## src/pers_cfg.svh

```systemverilog
// Constants shared by both ends of the program/erase resume link.
`ifndef PERS_CFG_SVH
`define PERS_CFG_SVH
// What this block does
// - Resume is one opcode; later bytes ignored.
// - Resume starts at select release, within latency.
// - Resume clears the matching suspend flag.
// - Busy shows while the resumed operation runs.
// - Both suspended: program resumes, erase stays.
// - Host resumes again afterwards for the erase.
// - Suspend ignored while a resume still settles.
// - Host waits latency or polls before suspending.
// - No deep power-down wake while suspended.
// - No ultra-deep power-down entry while suspended.
// - Status and ID reads always answered.
// - Hardware and software reset always honoured.
// - No deep power-down entry while suspended.
// ****************************************************
// Opcodes
// ****************************************************
`define PERS_OP_RESUME   8'hD0
`define PERS_OP_SUSPEND  8'hB0
`define PERS_OP_STATUS   8'hD7
`define PERS_OP_ID       8'h9F
`define PERS_OP_SWRST    8'hF0
`define PERS_OP_DPD      8'hB9
`define PERS_OP_DPD_WAKE 8'hAB
`define PERS_OP_UDPD     8'h79
// ****************************************************
// Status byte fields and identity
// ****************************************************
`define PERS_ST_READY 7
`define PERS_ST_ES    2
`define PERS_ST_PS2   1
`define PERS_ST_PS1   0
// Identity byte; the value is arbitrary.
`define PERS_ID_BYTE  8'h5A
// ****************************************************
// Timing
// ****************************************************
`define PERS_CLK_NS     100
`define PERS_RES_NS     2000
`define PERS_RES_CYC    (`PERS_RES_NS / `PERS_CLK_NS)
`define PERS_PROG_CYC   16'h0190
`define PERS_ERASE_CYC  16'h07D0
`define PERS_SCLK_HALF  4'h8
// ****************************************************
// Host register offsets (byte addresses)
// ****************************************************
`define PERS_REG_CMD    8'h00
`define PERS_REG_STAT   8'h04
`define PERS_REG_IRQ    8'h08
`define PERS_REG_MASK   8'h0C
`endif

```

## src/pers_pkg.sv

```systemverilog
// Types shared by both ends of the resume link.
package pers_pkg;
  // Life of one program or erase operation.
  typedef enum logic [1:0] {PERS_IDLE, PERS_RUN, PERS_SUSP} pers_op_type;
  // Phases of one host frame.
  typedef enum logic [1:0] {PERS_H_IDLE, PERS_H_SHIFT, PERS_H_END} pers_hst_type;
endpackage : pers_pkg

```

## src/pers_spi_if.sv

```systemverilog
// Serial link between the host controller and the flash device.
`timescale 1ns/10ps
`default_nettype none
interface pers_spi_if;
  logic sclk;   // Serial clock, made by the host.
  logic cs_n;   // Select, active low.
  logic mosi;   // Host to device data.
  logic miso;   // Device to host data.
  modport dev  (input sclk, input cs_n, input mosi, output miso);
  modport host (output sclk, output cs_n, output mosi, input miso);
endinterface : pers_spi_if
`default_nettype wire

```

## src/pers_sync.sv

```systemverilog
// Two-stage synchroniser with edge pulses for foreign inputs.
`timescale 1ns/10ps
`default_nettype none
module pers_sync #(
  parameter int W = 1
) (
  // Clock and reset.
  input  wire logic         clk_i,
  input  wire logic         rst_i,
  // Foreign levels in.
  input  wire logic [W-1:0] d_i,
  // Synchronised level and edges out.
  output logic      [W-1:0] q_o,
  output logic      [W-1:0] rise_o,
  output logic      [W-1:0] fall_o
);
  logic [W-1:0] meta_q;  // First stage, read only by the second.
  logic [W-1:0] sync_q;  // Second stage, safe to use.
  logic [W-1:0] prev_q;  // Delayed copy for edge finding.

  // The first stage feeds the second and nothing else.
  always_ff @(posedge clk_i) begin
    if (rst_i) begin
      meta_q <= '1;
      sync_q <= '1;
      prev_q <= '1;
    end else begin
      meta_q <= d_i;
      sync_q <= meta_q;
      prev_q <= sync_q;
    end
  end

  assign q_o    = sync_q;
  assign rise_o = sync_q & ~prev_q;
  assign fall_o = ~sync_q & prev_q;
endmodule : pers_sync
`default_nettype wire

```

## src/pers_device.sv

```systemverilog
// Flash device end: decodes resume, suspend, reads and reset on the link.
`timescale 1ns/10ps
`default_nettype none
`include "pers_cfg.svh"
module pers_device
  import pers_pkg::*;
(
  // Clock and reset.
  input  wire logic       clk_i,
  input  wire logic       rst_i,
  // Link to the host.
  pers_spi_if.dev         spi,
  // Hardware reset pin, active low, asynchronous to clk_i.
  input  wire logic       hw_rst_n_i,
  // Operation start from the array core: 0 prog buf1, 1 prog buf2, 2 erase.
  input  wire logic       op_start_i,
  input  wire logic [1:0] op_kind_i,
  // Visible state.
  output logic            busy_o,
  output logic            resuming_o,
  output logic [2:0]      susp_o
);
  // ****************************************************
  // Input synchronisation
  // ****************************************************
  logic [3:0] pin_q;   // Synchronised sclk, cs_n, mosi, reset pin.
  logic [3:0] pin_r;   // Rising edges.
  logic [3:0] pin_f;   // Falling edges.

  pers_sync #(.W(4)) u_sync (
    .clk_i  (clk_i),
    .rst_i  (rst_i),
    .d_i    ({hw_rst_n_i, spi.mosi, spi.cs_n, spi.sclk}),
    .q_o    (pin_q),
    .rise_o (pin_r),
    .fall_o (pin_f)
  );

  logic sel_start;   // Select just went low.
  logic sel_end;     // Select just went high.
  logic clk_rise;    // Serial clock rose inside a frame.
  logic clk_fall;    // Serial clock fell inside a frame.
  logic hw_rst;      // Hardware reset pin held low.

  assign sel_start = pin_f[1];
  assign sel_end   = pin_r[1];
  assign clk_rise  = pin_r[0] & ~pin_q[1];
  assign clk_fall  = pin_f[0] & ~pin_q[1];
  assign hw_rst    = ~pin_q[3];

  // ****************************************************
  // Operation state declarations
  // ****************************************************
  pers_op_type prog_q, prog_d;     // Program operation.
  pers_op_type erase_q, erase_d;   // Erase operation.
  logic        buf2_q, buf2_d;     // Program comes from buffer two.
  logic [15:0] pleft_q, pleft_d;   // Program work still to do.
  logic [15:0] eleft_q, eleft_d;   // Erase work still to do.
  logic [7:0]  res_q, res_d;       // Resume latency still to run.
  logic        busy_q, busy_d;     // Registered busy output.
  logic [2:0]  susp_q, susp_d;     // Registered suspend flags.
  logic        resm_q, resm_d;     // Registered resuming output.
  logic [7:0]  stat_byte;          // Status byte sent to the host.

  // Status byte: ready high when idle, suspend flags in the low bits.
  always_comb begin
    stat_byte = 8'h00;
    stat_byte[`PERS_ST_READY] = ~busy_q;
    stat_byte[`PERS_ST_PS1]   = susp_q[0];
    stat_byte[`PERS_ST_PS2]   = susp_q[1];
    stat_byte[`PERS_ST_ES]    = susp_q[2];
  end

  // ****************************************************
  // Link byte decoder
  // ****************************************************
  logic [3:0] bits_q, bits_d;   // Bits of the opcode seen so far.
  logic [7:0] shin_q, shin_d;   // Incoming shift register.
  logic [7:0] opc_q, opc_d;     // Opcode of this frame.
  logic       opv_q, opv_d;     // Opcode complete.
  logic [7:0] shout_q, shout_d; // Outgoing shift register.
  logic       miso_q, miso_d;   // Data to host.

  // Only the first byte is decoded; later bytes are never looked at.
  always_comb begin
    bits_d  = bits_q;
    shin_d  = shin_q;
    opc_d   = opc_q;
    opv_d   = opv_q;
    shout_d = shout_q;
    miso_d  = miso_q;
    if (sel_start) begin
      bits_d = 4'h0;
      opv_d  = 1'b0;
      miso_d = 1'b0;
    end else if (sel_end) begin
      miso_d = 1'b0;
    end else if (clk_rise && !opv_q) begin
      shin_d = {shin_q[6:0], pin_q[2]};
      bits_d = bits_q + 4'h1;
      if (bits_q == 4'h7) begin
        opc_d = {shin_q[6:0], pin_q[2]};
        opv_d = 1'b1;
        // Reads are answered in every state, suspended or not.
        if ({shin_q[6:0], pin_q[2]} == `PERS_OP_STATUS) begin
          shout_d = stat_byte;
        end else if ({shin_q[6:0], pin_q[2]} == `PERS_OP_ID) begin
          shout_d = `PERS_ID_BYTE;
        end else begin
          shout_d = 8'h00;
        end
      end
    end else if (clk_fall && opv_q) begin
      // The answer repeats for as long as the host keeps clocking.
      miso_d  = shout_q[7];
      shout_d = {shout_q[6:0], shout_q[7]};
    end
  end

  // Link registers.
  always_ff @(posedge clk_i) begin
    if (rst_i) begin
      bits_q  <= 4'h0;
      shin_q  <= 8'h00;
      opc_q   <= 8'h00;
      opv_q   <= 1'b0;
      shout_q <= 8'h00;
      miso_q  <= 1'b0;
    end else begin
      bits_q  <= bits_d;
      shin_q  <= shin_d;
      opc_q   <= opc_d;
      opv_q   <= opv_d;
      shout_q <= shout_d;
      miso_q  <= miso_d;
    end
  end

  assign spi.miso = miso_q;

  // ****************************************************
  // Operation sequencer
  // ****************************************************
  logic cmd_end;   // A complete opcode ended with select release.
  assign cmd_end = sel_end && opv_q;

  // Commands act at select release; work counts only after the latency.
  always_comb begin
    prog_d  = prog_q;
    erase_d = erase_q;
    buf2_d  = buf2_q;
    pleft_d = pleft_q;
    eleft_d = eleft_q;
    res_d   = res_q;
    if (res_q != 8'h00) begin
      res_d = res_q - 8'h01;
    end else if (prog_q == PERS_RUN) begin
      pleft_d = pleft_q - 16'h0001;
      if (pleft_q == 16'h0001) begin
        prog_d = PERS_IDLE;
      end
    end else if (erase_q == PERS_RUN) begin
      eleft_d = eleft_q - 16'h0001;
      if (eleft_q == 16'h0001) begin
        erase_d = PERS_IDLE;
      end
    end
    if (op_start_i && prog_q != PERS_RUN && erase_q != PERS_RUN) begin
      // A program may start while an erase sits suspended.
      if (op_kind_i[1] == 1'b0 && prog_q == PERS_IDLE) begin
        prog_d  = PERS_RUN;
        buf2_d  = op_kind_i[0];
        pleft_d = `PERS_PROG_CYC;
      end else if (op_kind_i == 2'h2 && prog_q == PERS_IDLE && erase_q == PERS_IDLE) begin
        erase_d = PERS_RUN;
        eleft_d = `PERS_ERASE_CYC;
      end
    end
    if (cmd_end && opc_q == `PERS_OP_RESUME) begin
      // Program first; a lone resume with nothing suspended is a no-op.
      if (prog_q == PERS_SUSP) begin
        prog_d = PERS_RUN;
        res_d  = 8'(`PERS_RES_CYC);
      end else if (erase_q == PERS_SUSP && prog_q == PERS_IDLE) begin
        erase_d = PERS_RUN;
        res_d   = 8'(`PERS_RES_CYC);
      end
    end
    if (cmd_end && opc_q == `PERS_OP_SUSPEND && res_q == 8'h00) begin
      if (prog_q == PERS_RUN) begin
        prog_d = PERS_SUSP;
      end else if (erase_q == PERS_RUN) begin
        erase_d = PERS_SUSP;
      end
    end
    if (hw_rst || (cmd_end && opc_q == `PERS_OP_SWRST)) begin
      prog_d  = PERS_IDLE;
      erase_d = PERS_IDLE;
      res_d   = 8'h00;
    end
    busy_d    = prog_d == PERS_RUN || erase_d == PERS_RUN;
    resm_d    = res_d != 8'h00;
    susp_d[0] = prog_d == PERS_SUSP && !buf2_d;
    susp_d[1] = prog_d == PERS_SUSP && buf2_d;
    susp_d[2] = erase_d == PERS_SUSP;
  end

  // Operation registers.
  always_ff @(posedge clk_i) begin
    if (rst_i) begin
      prog_q  <= PERS_IDLE;
      erase_q <= PERS_IDLE;
      buf2_q  <= 1'b0;
      pleft_q <= 16'h0000;
      eleft_q <= 16'h0000;
      res_q   <= 8'h00;
      busy_q  <= 1'b0;
      resm_q  <= 1'b0;
      susp_q  <= 3'h0;
    end else begin
      prog_q  <= prog_d;
      erase_q <= erase_d;
      buf2_q  <= buf2_d;
      pleft_q <= pleft_d;
      eleft_q <= eleft_d;
      res_q   <= res_d;
      busy_q  <= busy_d;
      resm_q  <= resm_d;
      susp_q  <= susp_d;
    end
  end

  assign busy_o     = busy_q;
  assign resuming_o = resm_q;
  assign susp_o     = susp_q;
endmodule : pers_device
`default_nettype wire

```

## src/flat_wrapper.sv

```systemverilog
// flat-port wrapper written by rule: the top's interface ports become plain ports
module pers_device_flat import pers_pkg::*;
  (clk_i, rst_i, hw_rst_n_i, op_start_i, op_kind_i, busy_o, resuming_o, susp_o, spi_sclk, spi_cs_n, spi_mosi, spi_miso);
  pers_spi_if spi_i ();
  input  wire logic clk_i;
  input  wire logic rst_i;
  input  wire logic hw_rst_n_i;
  input  wire logic op_start_i;
  input  wire logic [1:0] op_kind_i;
  output logic busy_o;
  output logic resuming_o;
  output logic [2:0] susp_o;
  input wire logic [$bits(spi_i.sclk)-1:0] spi_sclk;
  input wire logic [$bits(spi_i.cs_n)-1:0] spi_cs_n;
  input wire logic [$bits(spi_i.mosi)-1:0] spi_mosi;
  output wire logic [$bits(spi_i.miso)-1:0] spi_miso;
  assign spi_i.sclk = spi_sclk;
  assign spi_i.cs_n = spi_cs_n;
  assign spi_i.mosi = spi_mosi;
  assign spi_miso = spi_i.miso;
  pers_device u_core (.clk_i(clk_i), .rst_i(rst_i), .spi(spi_i), .hw_rst_n_i(hw_rst_n_i), .op_start_i(op_start_i), .op_kind_i(op_kind_i), .busy_o(busy_o), .resuming_o(resuming_o), .susp_o(susp_o));
endmodule
```

## config.mk

```make
export PLATFORM = sky130hd
export DESIGN_NAME = pers_device_flat
export DESIGN_NICKNAME = d
export VERILOG_FILES = /design/src/pers_pkg.sv /design/src/pers_spi_if.sv /design/src/pers_sync.sv /design/src/pers_device.sv /design/src/flat_wrapper.sv
export VERILOG_INCLUDE_DIRS = /design/src /design/src/src
export SDC_FILE = /design/constraint.sdc
export NUM_CORES = 1
export LEC_CHECK = 0
export BUFFER_PORTS_ARGS = -buffer_cell sky130_fd_sc_hd__buf_2
export CORE_MARGIN = 2
export CORE_UTILIZATION = 50
export CTS_CLUSTER_DIAMETER = 60
export DETAILED_ROUTE_END_ITERATION = 16
export PLACE_DENSITY = 0.67
export SLEW_MARGIN = 20
export SYNTH_ARGS = -nofsm -noshare
export SYNTH_HDL_FRONTEND = slang
export SYNTH_SLANG_ARGS = --single-unit
```

## constraint.sdc

```tcl
create_clock -name clk_i -period 3.05 [get_ports clk_i]
set_input_delay 0.1525 -clock clk_i [delete_from_list [all_inputs] [get_ports clk_i]]
set_output_delay 0.1525 -clock clk_i [all_outputs]
set_load 0.02 [all_outputs]
```

======== After elaboration in Yosys (flattened, before gate mapping) ========
Index checks and enable logic that the tools add are counted.
word-level totals
  logic and storage cells ................. 134
  register bits ........................... 89
  bits of input ports ..................... 9
  output and inout bits ................... 6
cells by class
  muxes and demuxes ....................... 46
  add/subtract/negate cells ............... 4
  bitwise operators ....................... 13
  equality and inequality tests ........... 20
  reductions and logical operators ........ 33
operator list
  cell                                                   count
  2-to-1 mux 16 bit                                      10
  2-to-1 mux 8 bit                                       9
  2-to-1 mux 2 bit                                       24
  equality test 8 bit, second input constant             5
  equality test 16 x 1 -> 1 bit, second input constant   2
  subtractor 16 x 1 -> 16 bit, second input constant     2
  nonzero test 8 bit                                     2
  logical AND 1 bit                                      15
  equality test 2 bit, second input constant             5
  equality test 2 x 1 -> 1 bit, second input constant    4
  zero test 8 bit                                        1
  AND reduction 4 bit                                    2
  subtractor 8 x 1 -> 8 bit, second input constant       1
  2-to-1 mux 7 bit                                       1
  NOT 1 bit                                              7
  AND reduction 3 bit                                    2
  adder 4 x 1 -> 4 bit, second input constant            1
  AND 2 bit                                              2
  equality test 4 x 3 -> 1 bit, second input constant    1
  zero test 2 bit                                        2
  inequality test 2 x 1 -> 1 bit, second input constant  2
  NOT 2 bit                                              2
  AND reduction 2 bit                                    2
  OR reduction 3 bit                                     1
  other kinds (7)                                        11

======== Depth between registers and ports, before layout ========
Gate-level depths: netlist of run 1.
  depth in word-level cells ............... 17
  mapped depth ............................ 9
  mapped depth without buffers ............ 7

======== Cells and area by module ========
Synthesis of run 1 repeated with hierarchy kept, for this count alone.
unflattened totals
  cell total of the unflattened synthesis .. 436
  area, all modules ....................... 3,917.5 sq um
modules (own cells, without submodules)
  module       cells an instance  sequential area each (sq um)  area an instance (sq um)  times used
  pers_device  403                1,581.5                       3,540.9                   1
  pers_sync    33                 240.2                         376.6                     1

======== Worst setup path after synthesis of run 1 ========
Ideal clock, no wire load.
  path kind ............................... register -> register
  from .................................... register u_core.res_q[0]
  to ...................................... register u_core.eleft_q[13]
  clock period less this slack ............ 2.142 ns
  data arrival time ....................... 2.071 ns
  cell stages (with the launch flop) ...... 9
  path slack .............................. 0.908 ns
  path buffers ............................ 1
  cell sequence ........................... dfxtp_1 inv_1 ha_1 nor3b_1 and2_1 clkbuf_1 nand4_1 or4_1 a21oi_1
on the way
  cells in the longest elaborated chain, start to end .. 5
RTL lines
  what                    RTL line            RTL
  start, declared         pers_device.sv:59   logic [7:0] res_q, res_d;
  start signal, assigned  pers_device.sv:226  res_q <= res_d;
  nonzero test 8 bit (*)  pers_device.sv:155  if (res_q != 8'h00) begin
  2-to-1 mux 16 bit (*)   pers_device.sv:155
  2-to-1 mux 16 bit       pers_device.sv:174  end else if (op_kind_i == 2'h2 && prog_q == PERS_IDLE && erase_q == PERS_IDLE) begin
  2-to-1 mux 16 bit       pers_device.sv:170  if (op_kind_i[1] == 1'b0 && prog_q == PERS_IDLE) begin
  2-to-1 mux 16 bit (*)   pers_device.sv:168  if (op_start_i && prog_q != PERS_RUN && erase_q != PERS_RUN) begin
  end signal, assigned    pers_device.sv:225  eleft_q <= eleft_d;
  end, declared           pers_device.sv:58   logic [15:0] eleft_q, eleft_d;
Every way passes the cells marked *; elsewhere a longest branch is shown, timed or not.
A chain may end at the register's enable or synchronous reset.

======== Worst setup path in the final report of run 1 ========
Same ends and word-level chain as after synthesis.

==> metrics.yaml, run 1 <==
outcome: "complete, no violations"
clock_path_buffers: 2
crit_chain: "inv_1 -> ha_1 -> nor3b_1 -> and2_1 -> nand4_1 -> or4_1 -> a21oi_1"
numCtsBuffers: 9
reg2reg_slack_ns: 0.47
final_core_util_pct: 56.3
relSlewSlack_pct: 53.1
antennaDiodeCount: 0
synth_edf_count: 0
syn-num-nets: 458
cts_root_buf: "clkbuf_8"
rsz0062_at_grt: "false"
wirelength_mm: 7.68
powerDensity_nw_per_um2: 530
routed-via-count: 3114
setup_ws_ns: 0.470
cp.required_ns: 3.33
fp.dieH_microns: 92.5
endpoint: "u_core.eleft_q[13]$_SDFF_PP0_"
grt_max_degree: 34
ant_nets: 0
slew_violations: 0
clock_latency_ns: 0.36
regArea_sq_um: 1780
tns_ns: 0
timing.critical_path.from: "u_core.res_q[0]$_SDFF_PP0_"
core_area_sq_um: 7650
fillCellCount: 722
synth_area_sq_um: 3920
crit_type: "reg2reg"
period_share_pct: 84.6
start_util_pct: 51.2
hold_path.startpoint: "op_kind_i[0]"
grt_usage_pct: 19.4
tightestPinTransition_ns: 0.701
drt_iter0_markers: 123
htree_levels: 3
avgSynthCellArea_sq_um: 8.90
p_leak_uw: 0.00164
skew_ns: 0.00899
slowest_delay_ns: 0.58
r2r_start: "u_core.res_q[0]$_SDFF_PP0_"
io_pins: 15
vias_per_cell: 5.53
grt_overflow: 0
critPathMaxFanout: 9
setup_viol: 0
postSynthCellCount: 440
hold_viol: 0
die_area_sq_um: 8550
rows: 32
worstSetupEndpointType: "flop"
gp_congestion: 0.865
vdd_drop_max_v: 0.000319
path_clk_slew_ns: 0.09
finalPower_uw: 2280
antenna_found_initial: 0
ys_warn_count: 0
reg2regPathDepth: 7
synthTopCellsByArea: "dfxtp_1, nor2_1, xnor2_1, a21oi_1, xor2_1"
ys_async_sr_fraction_pct: 0
ys_ff_latch: 89
layout-drive-gt1-share_pct: 11.3
first_pass_iters: 4
port_buffers: 14
max_freq_ghz: 0.388
hpwl_mm: 5.39
synth_area_leader_cell: "dfxtp_1"
cts_setup_buffers: 0
hp-class: "in2reg"
max_cap_viol_count: 0
ys_types: 51
grt_pass1_wl_mm: 13.5
drcViolationCount: 0
pre_cts_ws_ns: 0.498
ys.flop_type: "dfxtp_1"
worst_setup_path_start_kind: "flop"
critPathSlowestCell: "nor3b_1"
fin_crit_ns: 2.58
nets: 475
die_width_microns: 92.5
cts_tree: "yes"
grt_pass1_vias: 2965
multi_input_area_sq_um: 2010
wl_per_cell_microns: 13.6
seq_area_frac_synth_pct: 45.5
arrival_ns: 2.86
rr_endpoint: "u_core.eleft_q[13]$_SDFF_PP0_"
cts_sinks: 89
syn_to_final_growth_pct: 10.1
yosys.area.top_type_share_pct: 45.5
==> synth_stat cells (all sizes together), types with 2 or more instances <==
cell type	instances
dfxtp	89
nor2	64
a21oi	33
nand2	22
xnor2	20
inv	16
xor2	16
nand3	15
nor3	15
or2	13
clkbuf	12
nand4	12
nor4	12
ha	9
or4	9
mux2i	8
or3	8
a211oi	6
nand2b	6
o21ai	5
o31ai	5
a31oi	4
nor3b	4
nor4b	4
a21boi	3
a221oi	3
buf	3
nor2b	3
a32o	2
and2	2
nand3b	2
nand4b	2
==> placed cells by master (no fill, tap or decap), types with 5 or more instances in the layout <==
cell type	instances
dfxtp_1	89
nor2_1	64
a21oi_1	33
nand2_1	22
xnor2_1	20
inv_1	16
xor2_1	16
nand3_1	15
nor3_1	14
buf_2	14
or2_2	13
nand4_1	12
nor4_1	11
or4_1	9
ha_1	9
clkbuf_8	9
mux2i_1	8
or3_1	6
nand2b_1	6
a211oi_1	6
o31ai_1	5
o21ai_0	5
==> metal layers <==
layer | GRT usage [%] | share of wire, % | wire, microns | vias up
met4 | 7.84 | 2.6 | 199 | 0
li1 | - | - | - | 1590
met3 | 3.91 | 1.8 | 137 | 16
met2 | 31.8 | 46 | 3550 | 28
met5 | 0 | 0 | 0 | -
met1 | 25.2 | 49 | 3800 | 1480
==> kinds of logic (layout without fill, tap and decap cells) <==
kind of cell               after synthesis  after routing  synth area share, %
AOI/OAI and AO/OA                       68             68                 11.0
xor gates and xnor gates                36             36                 8.05
adders and majority gates                9              9                 2.88
buffers and inverters                   31             52                 3.04
DFF                                     89             89                 45.5
muxes                                    8              8                 2.05
and+or+nand+nor                        199            199                 27.5
==> worst min path at each step <==
stage / slack (ns) / cells past startpoint / endpoint
final: 0.12 / 3 / u_core.buf2_q$_SDFF_PP0_
after global routing: 0.13 / 3 / u_core.buf2_q$_SDFF_PP0_
after CTS: 0.11 / 3 / u_core.buf2_q$_SDFF_PP0_
after detailed placement: 0.34 / 2 / u_core.u_sync.meta_q[0]$_SDFF_PP1_
after global placement: 0.34 / 2 / u_core.u_sync.meta_q[3]$_SDFF_PP1_
after floorplan: 0.26 / 1 / u_core.u_sync.meta_q[0]$_SDFF_PP1_
==> flip-flops by register name, indices dropped and copies added, names as in the netlist <==
register              flops
u_core.res_q              8
u_core.opc_q              8
u_core.u_sync.meta_q      4
u_core.eleft_q           16
u_core.resuming_o         1
u_core.bits_q             4
u_core.pleft_q           16
u_core.shout_q            8
u_core.shin_q             7
u_core.spi.miso           1
u_core.u_sync.prev_q      2
u_core.opv_q              1
u_core.u_sync.q_o         4
u_core.buf2_q             1
u_core.busy_o             1
u_core.susp_o             3
u_core.erase_q            2
u_core.prog_q             2
==> final cells by class <==
type	instances	area share, %
clock inverter	6	1.60
timing repair buffer	21	3.08
clock buffer	9	2.87
tap	102	2.96
multi-input combinational	320	46.7
inverter	16	1.39
sequential	89	41.3
==> critical path: cells and delay by family (launching register included) <==
family / cells / cell delay (ns)
flip-flops: 1 / 0.35
AND/OR/NAND/NOR: 4 / 1.71
buffers and inverters: 1 / 0.14
AO/OA/AOI/OAI: 1 / 0.14
adder cells (fa/ha/maj): 1 / 0.16
==> report_power, final <==
group	switching, uW	leakage [uW]	internal, uW	total [uW]
clock network	428	0.0000957	378	807
logic	132	0.000827	102	234
registers	40.5	0.000722	1200	1240
total	601	0.00164	1680	2280
==> timing repair <==
| item | 4_1_cts | 5_1_grt |
|---|---|---|
| endpoints found under the hold margin | 4 | 0 |
| resized for setup | 0 | 0 |
| hold buffers | 4 | 0 |
==> per-stage QoR <==
stage	instance area (sq um)	cells	hold WS [ns]
6_report	4310	563	0.121
5_1_grt	4310	563	0.134
4_1_cts	4310	563	0.111
3_5_place_dp	4080	544	0.338
3_3_place_gp	4080	544	0.335
2_1_floorplan	3920	440	0.256
No activity file was read; power rests on OpenSTA's default activity.
==> inputs of run 2 (changes only) <==
ABC_AREA = 1   (was default)
PLACE_DENSITY = 0.66   (was 0.67)
clock period = 2.4 ns   (was 3.05 ns; I/O delays follow)
==> run 2 against run 1 <==
Compared with the run above:
- maximum frequency increased by 40%
- clock skew grew 0.0020 ns
- global-route usage is 0.18 points higher
- worst hold slack is essentially flat
- clock-buffer cell count grew 3
- critical path depth up 4
- design area grew 9.3%
- worst setup slack better by 0.093 ns
- area after synthesis up 10%
- die area is 9.9% higher
- critical path type unchanged
- highest routed layer unchanged
==> metrics.yaml, run 2 <==
period_share_pct: 76.6  # -8.0 points
vias_per_cell: 5.03  # -9.1%
fin_crit_ns: 1.84  # -0.743 ns
reg_top3: "u_core.eleft_q (16), u_core.pleft_q (16)"
yosysMostFrequentCell: "nand2_1"
max_freq_ghz: 0.544  # +40%
synth_edf_count: 0  # unchanged
critPathSlowestCell: "dfxtp_1"
pwr-share-clk_pct: 24.5  # -11 points
ys_async_sr_fraction_pct: 0  # unchanged
hold_viol: 0  # unchanged
wl_per_cell_microns: 11.9  # -13%
use_met3_pct: 3.83  # -0.076 points
pwr-share-seq_pct: 43.3  # -11 points
drcViolationCount: 0  # unchanged
grt_usage_pct: 19.6  # +0.18 points
slowest_delay_ns: 0.32  # -0.26 ns
reg2reg_slack_ns: 0.56  # +0.09 ns
seq_area_frac_synth_pct: 41.3  # -4.3 points
vdd_drop_max_v: 0.000396  # +24%
setup_viol: 0  # unchanged
arrival_ns: 2.09  # -0.77 ns
fillCellCount: 811  # +12%
numCtsBuffers: 9  # unchanged
rsz0062_at_grt: "false"
gp_congestion: 0.866  # +0.14%
grt_pass1_wl_mm: 15.4  # +14%
internal-power_uw: 2460  # +46%
synth_area_leader_cell: "dfxtp_1"
grt_overflow: 0  # unchanged
grt_busiest_layer: "met2"
wirelength_mm: 8.88  # +15%
tns_ns: 0  # unchanged
syn_to_final_growth_pct: 9.04
synthTopCellsByArea: "dfxtp_1, nand2_1, nor2_1, inv_1, nand3_1"
dpl-instance-area_sq_um: 4490  # +10%
swShare_pct: 37.1  # +11 points
final_cell_mix: "nand2_1, nor2_1, dfxtp_1"
ant_nets: 0  # unchanged
finalPower_uw: 3900  # +71%
fin_cells: 744  # +32%
die_width_microns: 96.9  # +4.8%
max_cap_viol_count: 0  # unchanged
slew_violations: 0  # unchanged
antennaDiodeCount: 0  # unchanged
drt_iter0_markers: 167  # +36%
antenna_found_initial: 0  # unchanged
r2r_start: "u_core.res_q[0]$_SDFF_PP0_"
crit_chain: "inv_1 -> ha_1 -> nand2_2 -> nor2_8 -> nand2_4 -> nor2_2 -> inv_1 -> nor2_2 -> nand3_1 -> nand2_1 -> nor2_1"
fp.dieH_microns: 96.9  # +4.8%
worst_setup_path_start_kind: "flop"
hold_path.startpoint: "op_kind_i[0]"
holdPathEnd: "u_core.susp_o[0]$_SDFF_PP0_"
synth_area_sq_um: 4320  # +10%
clock_path_buffers: 2  # unchanged
io_pins: 15  # unchanged
synthTopCellsByCount: "nand2_1, nor2_1, dfxtp_1, inv_1, nand3_1"
use_met1_pct: 24.7  # -0.52 points
hp-class: "in2reg"
path_clk_slew_ns: 0.08  # about the same
hpwl_mm: 6.62  # +23%
yosys.area.top_type_share_pct: 41.3  # -4.3 points
layout-drive-gt1-share_pct: 12.2  # +0.93 points
skew_ns: 0.0110  # +0.00198 ns
syn-num-nets: 630  # +38%
final_cell_area_sq_um: 4710  # +9.3%
final_common_cell: "nand2_1"
htree_levels: 3  # unchanged
ys_types: 39  # -24%
tightestPinTransition_ns: 0.437  # -0.264 ns
avgSynthCellArea_sq_um: 7.06  # -21%
core_area_sq_um: 8300  # +8.5%
start_util_pct: 52.0  # +0.85 points
ys_warn_count: 0  # unchanged
die_area_sq_um: 9400  # +9.9%
ys.flop_type: "dfxtp_1"
holdPathStages: 4  # +1
cts_sinks: 89  # unchanged
cp_num_cells: 11  # +4
netSwitchingPower_uw: 1450  # +140%
clock_latency_ns: 0.36  # about the same
postSynthCellCount: 612  # +39%
outcome: "complete, no violations"
placed_cells: 724  # +33%
rr_endpoint: "u_core.pleft_q[14]$_SDFF_PP0_"
grt_max_degree: 20  # -41%
first_pass_iters: 5  # +1
crit_type: "reg2reg"
critPathMaxFanout: 11  # +2
cp.required_ns: 2.65  # -0.68 ns
routed-via-count: 3740  # +20%
p_comb_share_pct: 32.2  # +22 points
powerDensity_nw_per_um2: 829  # +56%
nets: 652  # +37%
ys_ff_latch: 89  # unchanged
use_met2_pct: 33.7  # +1.9 points
path_buf_inv: 2  # +1
port_buffers: 14  # unchanged
cts_root_buf: "clkbuf_8"
reg2regPathDepth: 11  # +4
cts_tree: "yes"
grt_pass1_vias: 3587  # +21%
worstSetupEndpointType: "flop"
crit_family: "simple AND/OR/NAND/NOR gates"
p_leak_uw: 0.00211  # +28%
relSlewSlack_pct: 70.6  # +17 points
rows: 33  # +3.1%
-- run 2: changes by cell type after synthesis, moves of 8 or more --
| cell | previous run | this run |
|---|---|---|
| a21oi_1 | 33 | 41 |
| inv_1 | 16 | 81 |
| inv_2 | 0 | 8 |
| nand2_1 | 22 | 114 |
| nand3_1 | 15 | 49 |
| nor2_1 | 64 | 93 |
| nor4_1 | 11 | 2 |
| o21ai_0 | 5 | 28 |
| or4_1 | 9 | 0 |
| xnor2_1 | 20 | 3 |
| xor2_1 | 16 | 3 |
-- run 2: power groups by stage --
stage | Sequential, uW | Clock [uW] | Combinational [uW]
6_report | 1690 | 955 | 1260
5_1_grt | 1710 | 1030 | 1430
2_1_floorplan | 1710 | 0 | 1080
3_5_place_dp | 1720 | 0 | 1250
3_3_place_gp | 1720 | 0 | 1220
4_1_cts | 1690 | 979 | 1260
-- run 2: cell families after synthesis --
family                   after synthesis  synth area share (%)
adder cells (fa/ha/maj)                9                  2.61
AND/OR/NAND/NOR                      317                  34.5
AO/OA/AOI/OAI                         88                  10.8
XOR/XNOR                               6                  1.22
flip-flops                            89                  41.3
multiplexers                           1                 0.232
buffers and inverters                102                  9.36
-- run 2: final cells by class --
type	instances	area (sq um)	share of cell area [%]
flip-flops and latches	89	1780	37.8
inverters	91	342	7.25
clock inverters	4	26.3	0.558
multi-input cells	421	2130	45.3
clock buffers	12	155	3.29
well taps	105	131	2.79
repair buffers	22	140	2.98
-- run 2: worst max path at each step --
| stage | from | end | slack [ns] |
|---|---|---|---|
| final | u_core.res_q[0]$_SDFF_PP0_ | u_core.pleft_q[14]$_SDFF_PP0_ | 0.56 |
| after global routing | u_core.res_q[0]$_SDFF_PP0_ | u_core.pleft_q[14]$_SDFF_PP0_ | 0.36 |
| after CTS | u_core.res_q[0]$_SDFF_PP0_ | u_core.pleft_q[14]$_SDFF_PP0_ | 0.56 |
| after detailed placement | u_core.res_q[0]$_SDFF_PP0_ | u_core.pleft_q[14]$_SDFF_PP0_ | 0.63 |
| after global placement | u_core.res_q[0]$_SDFF_PP0_ | u_core.pleft_q[14]$_SDFF_PP0_ | 0.70 |
| after floorplan | u_core.res_q[0]$_SDFF_PP0_ | u_core.eleft_q[12]$_SDFF_PP0_ | 0.88 |
-- run 2: repair_timing --
item                       in CTS  in global routing
resized for setup               0                  0
hold buffers                    4                  0
setup endpoints to repair       0                  0
hold endpoints to repair        4                  0
setup buffers                   0                  0
-- run 2: per-stage QoR --
stage / util [%] / hold WS [ns] / worst slack [ns]
floorplan: - / 0.224 / 0.877
global placement: 54.1 / 0.303 / 0.702
detailed placement: 54.1 / 0.305 / 0.626
CTS: 56.7 / 0.119 / 0.564
global route: 56.7 / 0.134 / 0.363
finish: 56.7 / 0.121 / 0.563
-- run 2: routing by layer --
metal  vias to the layer above  share of wire [%]
met5                         -                  0
met2                        44                 47
met3                        11                2.4
met4                         0                1.3
met1                      1690                 49
li1                       1995                  -
-- run 2: worst reg2reg max path, cell delays in order (launching register included) --
cell and delay [ns]:
dfxtp_1 0.32, inv_1 0.15, ha_1 0.18, nand2_2 0.09, nor2_8 0.25, nand2_4 0.12, nor2_2 0.14, inv_1 0.09
nor2_2 0.18, nand3_1 0.11, nand2_1 0.08, nor2_1 0.04
==> inputs of run 3 (changes only) <==
PLACE_DENSITY = 0.69   (was 0.66)
clock period = 1.6 ns   (was 2.4 ns; I/O delays follow)
==> run 3 against run 2 <==
Compared with the run above:
- critical path depth stayed put
- final cell count is 3.5% higher
- worst hold slack lost 0.072 ns
- global-route usage about the same
- worst setup slack lost 0.54 ns
- clock skew is 0.0028 ns lower
- via count grew 4.6%
- power is 72% higher
- utilization is 6.5 points higher
- largest cell class unchanged
- largest power group unchanged
==> metrics.yaml, run 3 (synthesis results as in run 2) <==
outcome: "complete, no violations"
grt_overflow: 0  # unchanged
cp.required_ns: 1.91  # -0.74 ns
max_freq_ghz: 0.633  # +16%
io_pins: 15  # unchanged
period_share_pct: 98.7  # +22 points
clock_path_buffers: 2  # unchanged
antennaDiodeCount: 0  # unchanged
htree_levels: 3  # unchanged
tns_ns: 0  # unchanged
hpwl_mm: 6.61  # -0.17%
routed-via-count: 3911  # +4.6%
grt_busiest_layer: "met2"
rows: 33  # unchanged
port_buffers: 14  # unchanged
arrival_ns: 1.89  # -0.20 ns
cts_root_buf: "clkbuf_8"
rsz0062_at_grt: "true"
antenna_found_initial: 0  # unchanged
rr_endpoint: "u_core.susp_o[1]$_SDFF_PP0_"
fin_crit_ns: 1.58  # -0.258 ns
cts_tree: "yes"
slew_violations: 0  # unchanged
first_pass_iters: 5  # unchanged
vias_per_cell: 5.08  # +1.0%
hold_viol: 0  # unchanged
tightestPinTransition_ns: 0.454  # +0.0165 ns
fin_cells: 770  # +3.5%
final_cell_mix: "nand2_1, dfxtp_1, nor2_1"
worstSetupEndpointType: "flop"
wirelength_mm: 9.45  # +6.4%
r2r_start: "u_core.res_q[0]$_SDFF_PP0_"
numCtsBuffers: 9  # unchanged
hp-class: "in2reg"
final_common_cell: "nand2_1"
placed_cells: 736  # +1.7%
grt_pass1_vias: 3739  # +4.2%
syn_to_final_growth_pct: 21.4
wl_per_cell_microns: 12.3  # +2.8%
timing.critical_path.from: "u_core.res_q[0]$_SDFF_PP0_"
powerDensity_nw_per_um2: 1280  # +55%
cts_sinks: 89  # unchanged
gp_congestion: 0.843  # -2.7%
reg2reg_slack_ns: 0.02  # -0.54 ns
core_area_sq_um: 8300  # unchanged
holdPathStages: 4  # unchanged
p_leak_uw: 0.00230  # +8.9%
die_width_microns: 96.9  # unchanged
vdd_drop_max_v: 0.000764  # +93%
drt_iter0_markers: 135  # -19%
use_met1_pct: 24.1  # -0.54 points
multi_input_area_sq_um: 2410  # +13%
start_util_pct: 52.0  # unchanged
drcViolationCount: 0  # unchanged
use_met2_pct: 34.7  # +0.96 points
skew_ns: 0.00819  # -0.00278 ns
reg2regPathDepth: 11  # unchanged
nets: 678  # +4.0%
fillCellCount: 736  # -9.2%
setup_ws_ns: 0.0203  # -0.542 ns
layout-drive-gt1-share_pct: 24.4  # +12 points
pre_cts_ws_ns: -0.0987  # -0.725 ns
regArea_sq_um: 1790  # +0.49%
fp.dieH_microns: 96.9  # unchanged
clock_latency_ns: 0.37  # about the same
die_area_sq_um: 9400  # unchanged
setup_viol: 0  # unchanged
endpoint: "u_core.susp_o[1]$_SDFF_PP0_"
grt_pass1_wl_mm: 15.6  # +1.2%
relSlewSlack_pct: 69.5  # -1.1 points
critPathMaxFanout: 5  # -6
grt_max_degree: 27  # +35%
reg_top3: "u_core.eleft_q (16), u_core.pleft_q (16)"
crit_type: "reg2reg"
path_clk_slew_ns: 0.10  # +0.02 ns
max_cap_viol_count: 0  # unchanged
worst_setup_path_start_kind: "flop"
use_met3_pct: 2.82  # -1.0 points
ant_nets: 0  # unchanged
grt_usage_pct: 19.6  # about the same
==> run 3: worst min path at each step <==
stage	start	to	slack (ns)
after detailed placement	spi_sclk	u_core.u_sync.meta_q[0]$_SDFF_PP1_	0.27
after CTS	op_kind_i[0]	u_core.susp_o[0]$_SDFF_PP0_	0.06
after global routing	op_kind_i[0]	u_core.susp_o[0]$_SDFF_PP0_	0.06
final	op_kind_i[0]	u_core.susp_o[0]$_SDFF_PP0_	0.05
after floorplan	spi_sclk	u_core.u_sync.meta_q[0]$_SDFF_PP1_	0.18
after global placement	spi_sclk	u_core.u_sync.meta_q[0]$_SDFF_PP1_	0.26
==> run 3: layer usage <==
layer	wire length [microns]	part of all wire (%)	vias to the layer above
met5	0	0	-
met4	161	1.7	0
met3	296	3.1	16
met2	4630	49	56
met1	4360	46	1798
li1	-	-	2041
==> run 3: repair_timing <==
action	in CTS	in global routing
endpoints found under the hold margin	5	0
pin swaps	3	23
hold buffers	5	0
resized for setup	13	75
setup endpoints to repair	22	45
buffers inserted	3	10
cloned	0	0
==> run 3: layout make-up <==
class,count,area share [%]
clock buffer,9,2.36
clock inverter,7,1.60
inverter,91,6.66
multi-input combinational,421,46.0
sequential,89,34.1
tap,105,2.50
timing repair buffer,48,6.75
==> run 3: power breakdown <==
group | internal (uW) | switching, uW
sequential | 2390 | 153
combinational | 1050 | 1470
clock | 758 | 891
==> run 3: worst max-delay path, cell delays in order (launching register included) <==
cell     delay [ns]
dfxtp_2        0.33
inv_2          0.08
ha_4           0.14
nand2_4        0.07
nor2_8         0.20
buf_12         0.14
nand4_4        0.07
o21ai_2        0.17
inv_2          0.07
nor2_2         0.10
nand2_1        0.05
nor2_1         0.08
==> run 3: through the flow <==
| step | power (uW) | hold slack [ns] | instance area [sq um] | utilization, % |
|---|---|---|---|---|
| global route | 7140 | 0.0597 | 5250 | 63.2 |
| global placement | 4480 | 0.263 | 4580 | 55.2 |
| floorplan | 4190 | 0.184 | 4320 | - |
| detailed placement | 4510 | 0.267 | 4580 | 55.2 |
| CTS | 6310 | 0.0551 | 4900 | 59.1 |
| finish | 6720 | 0.0485 | 5250 | 63.2 |
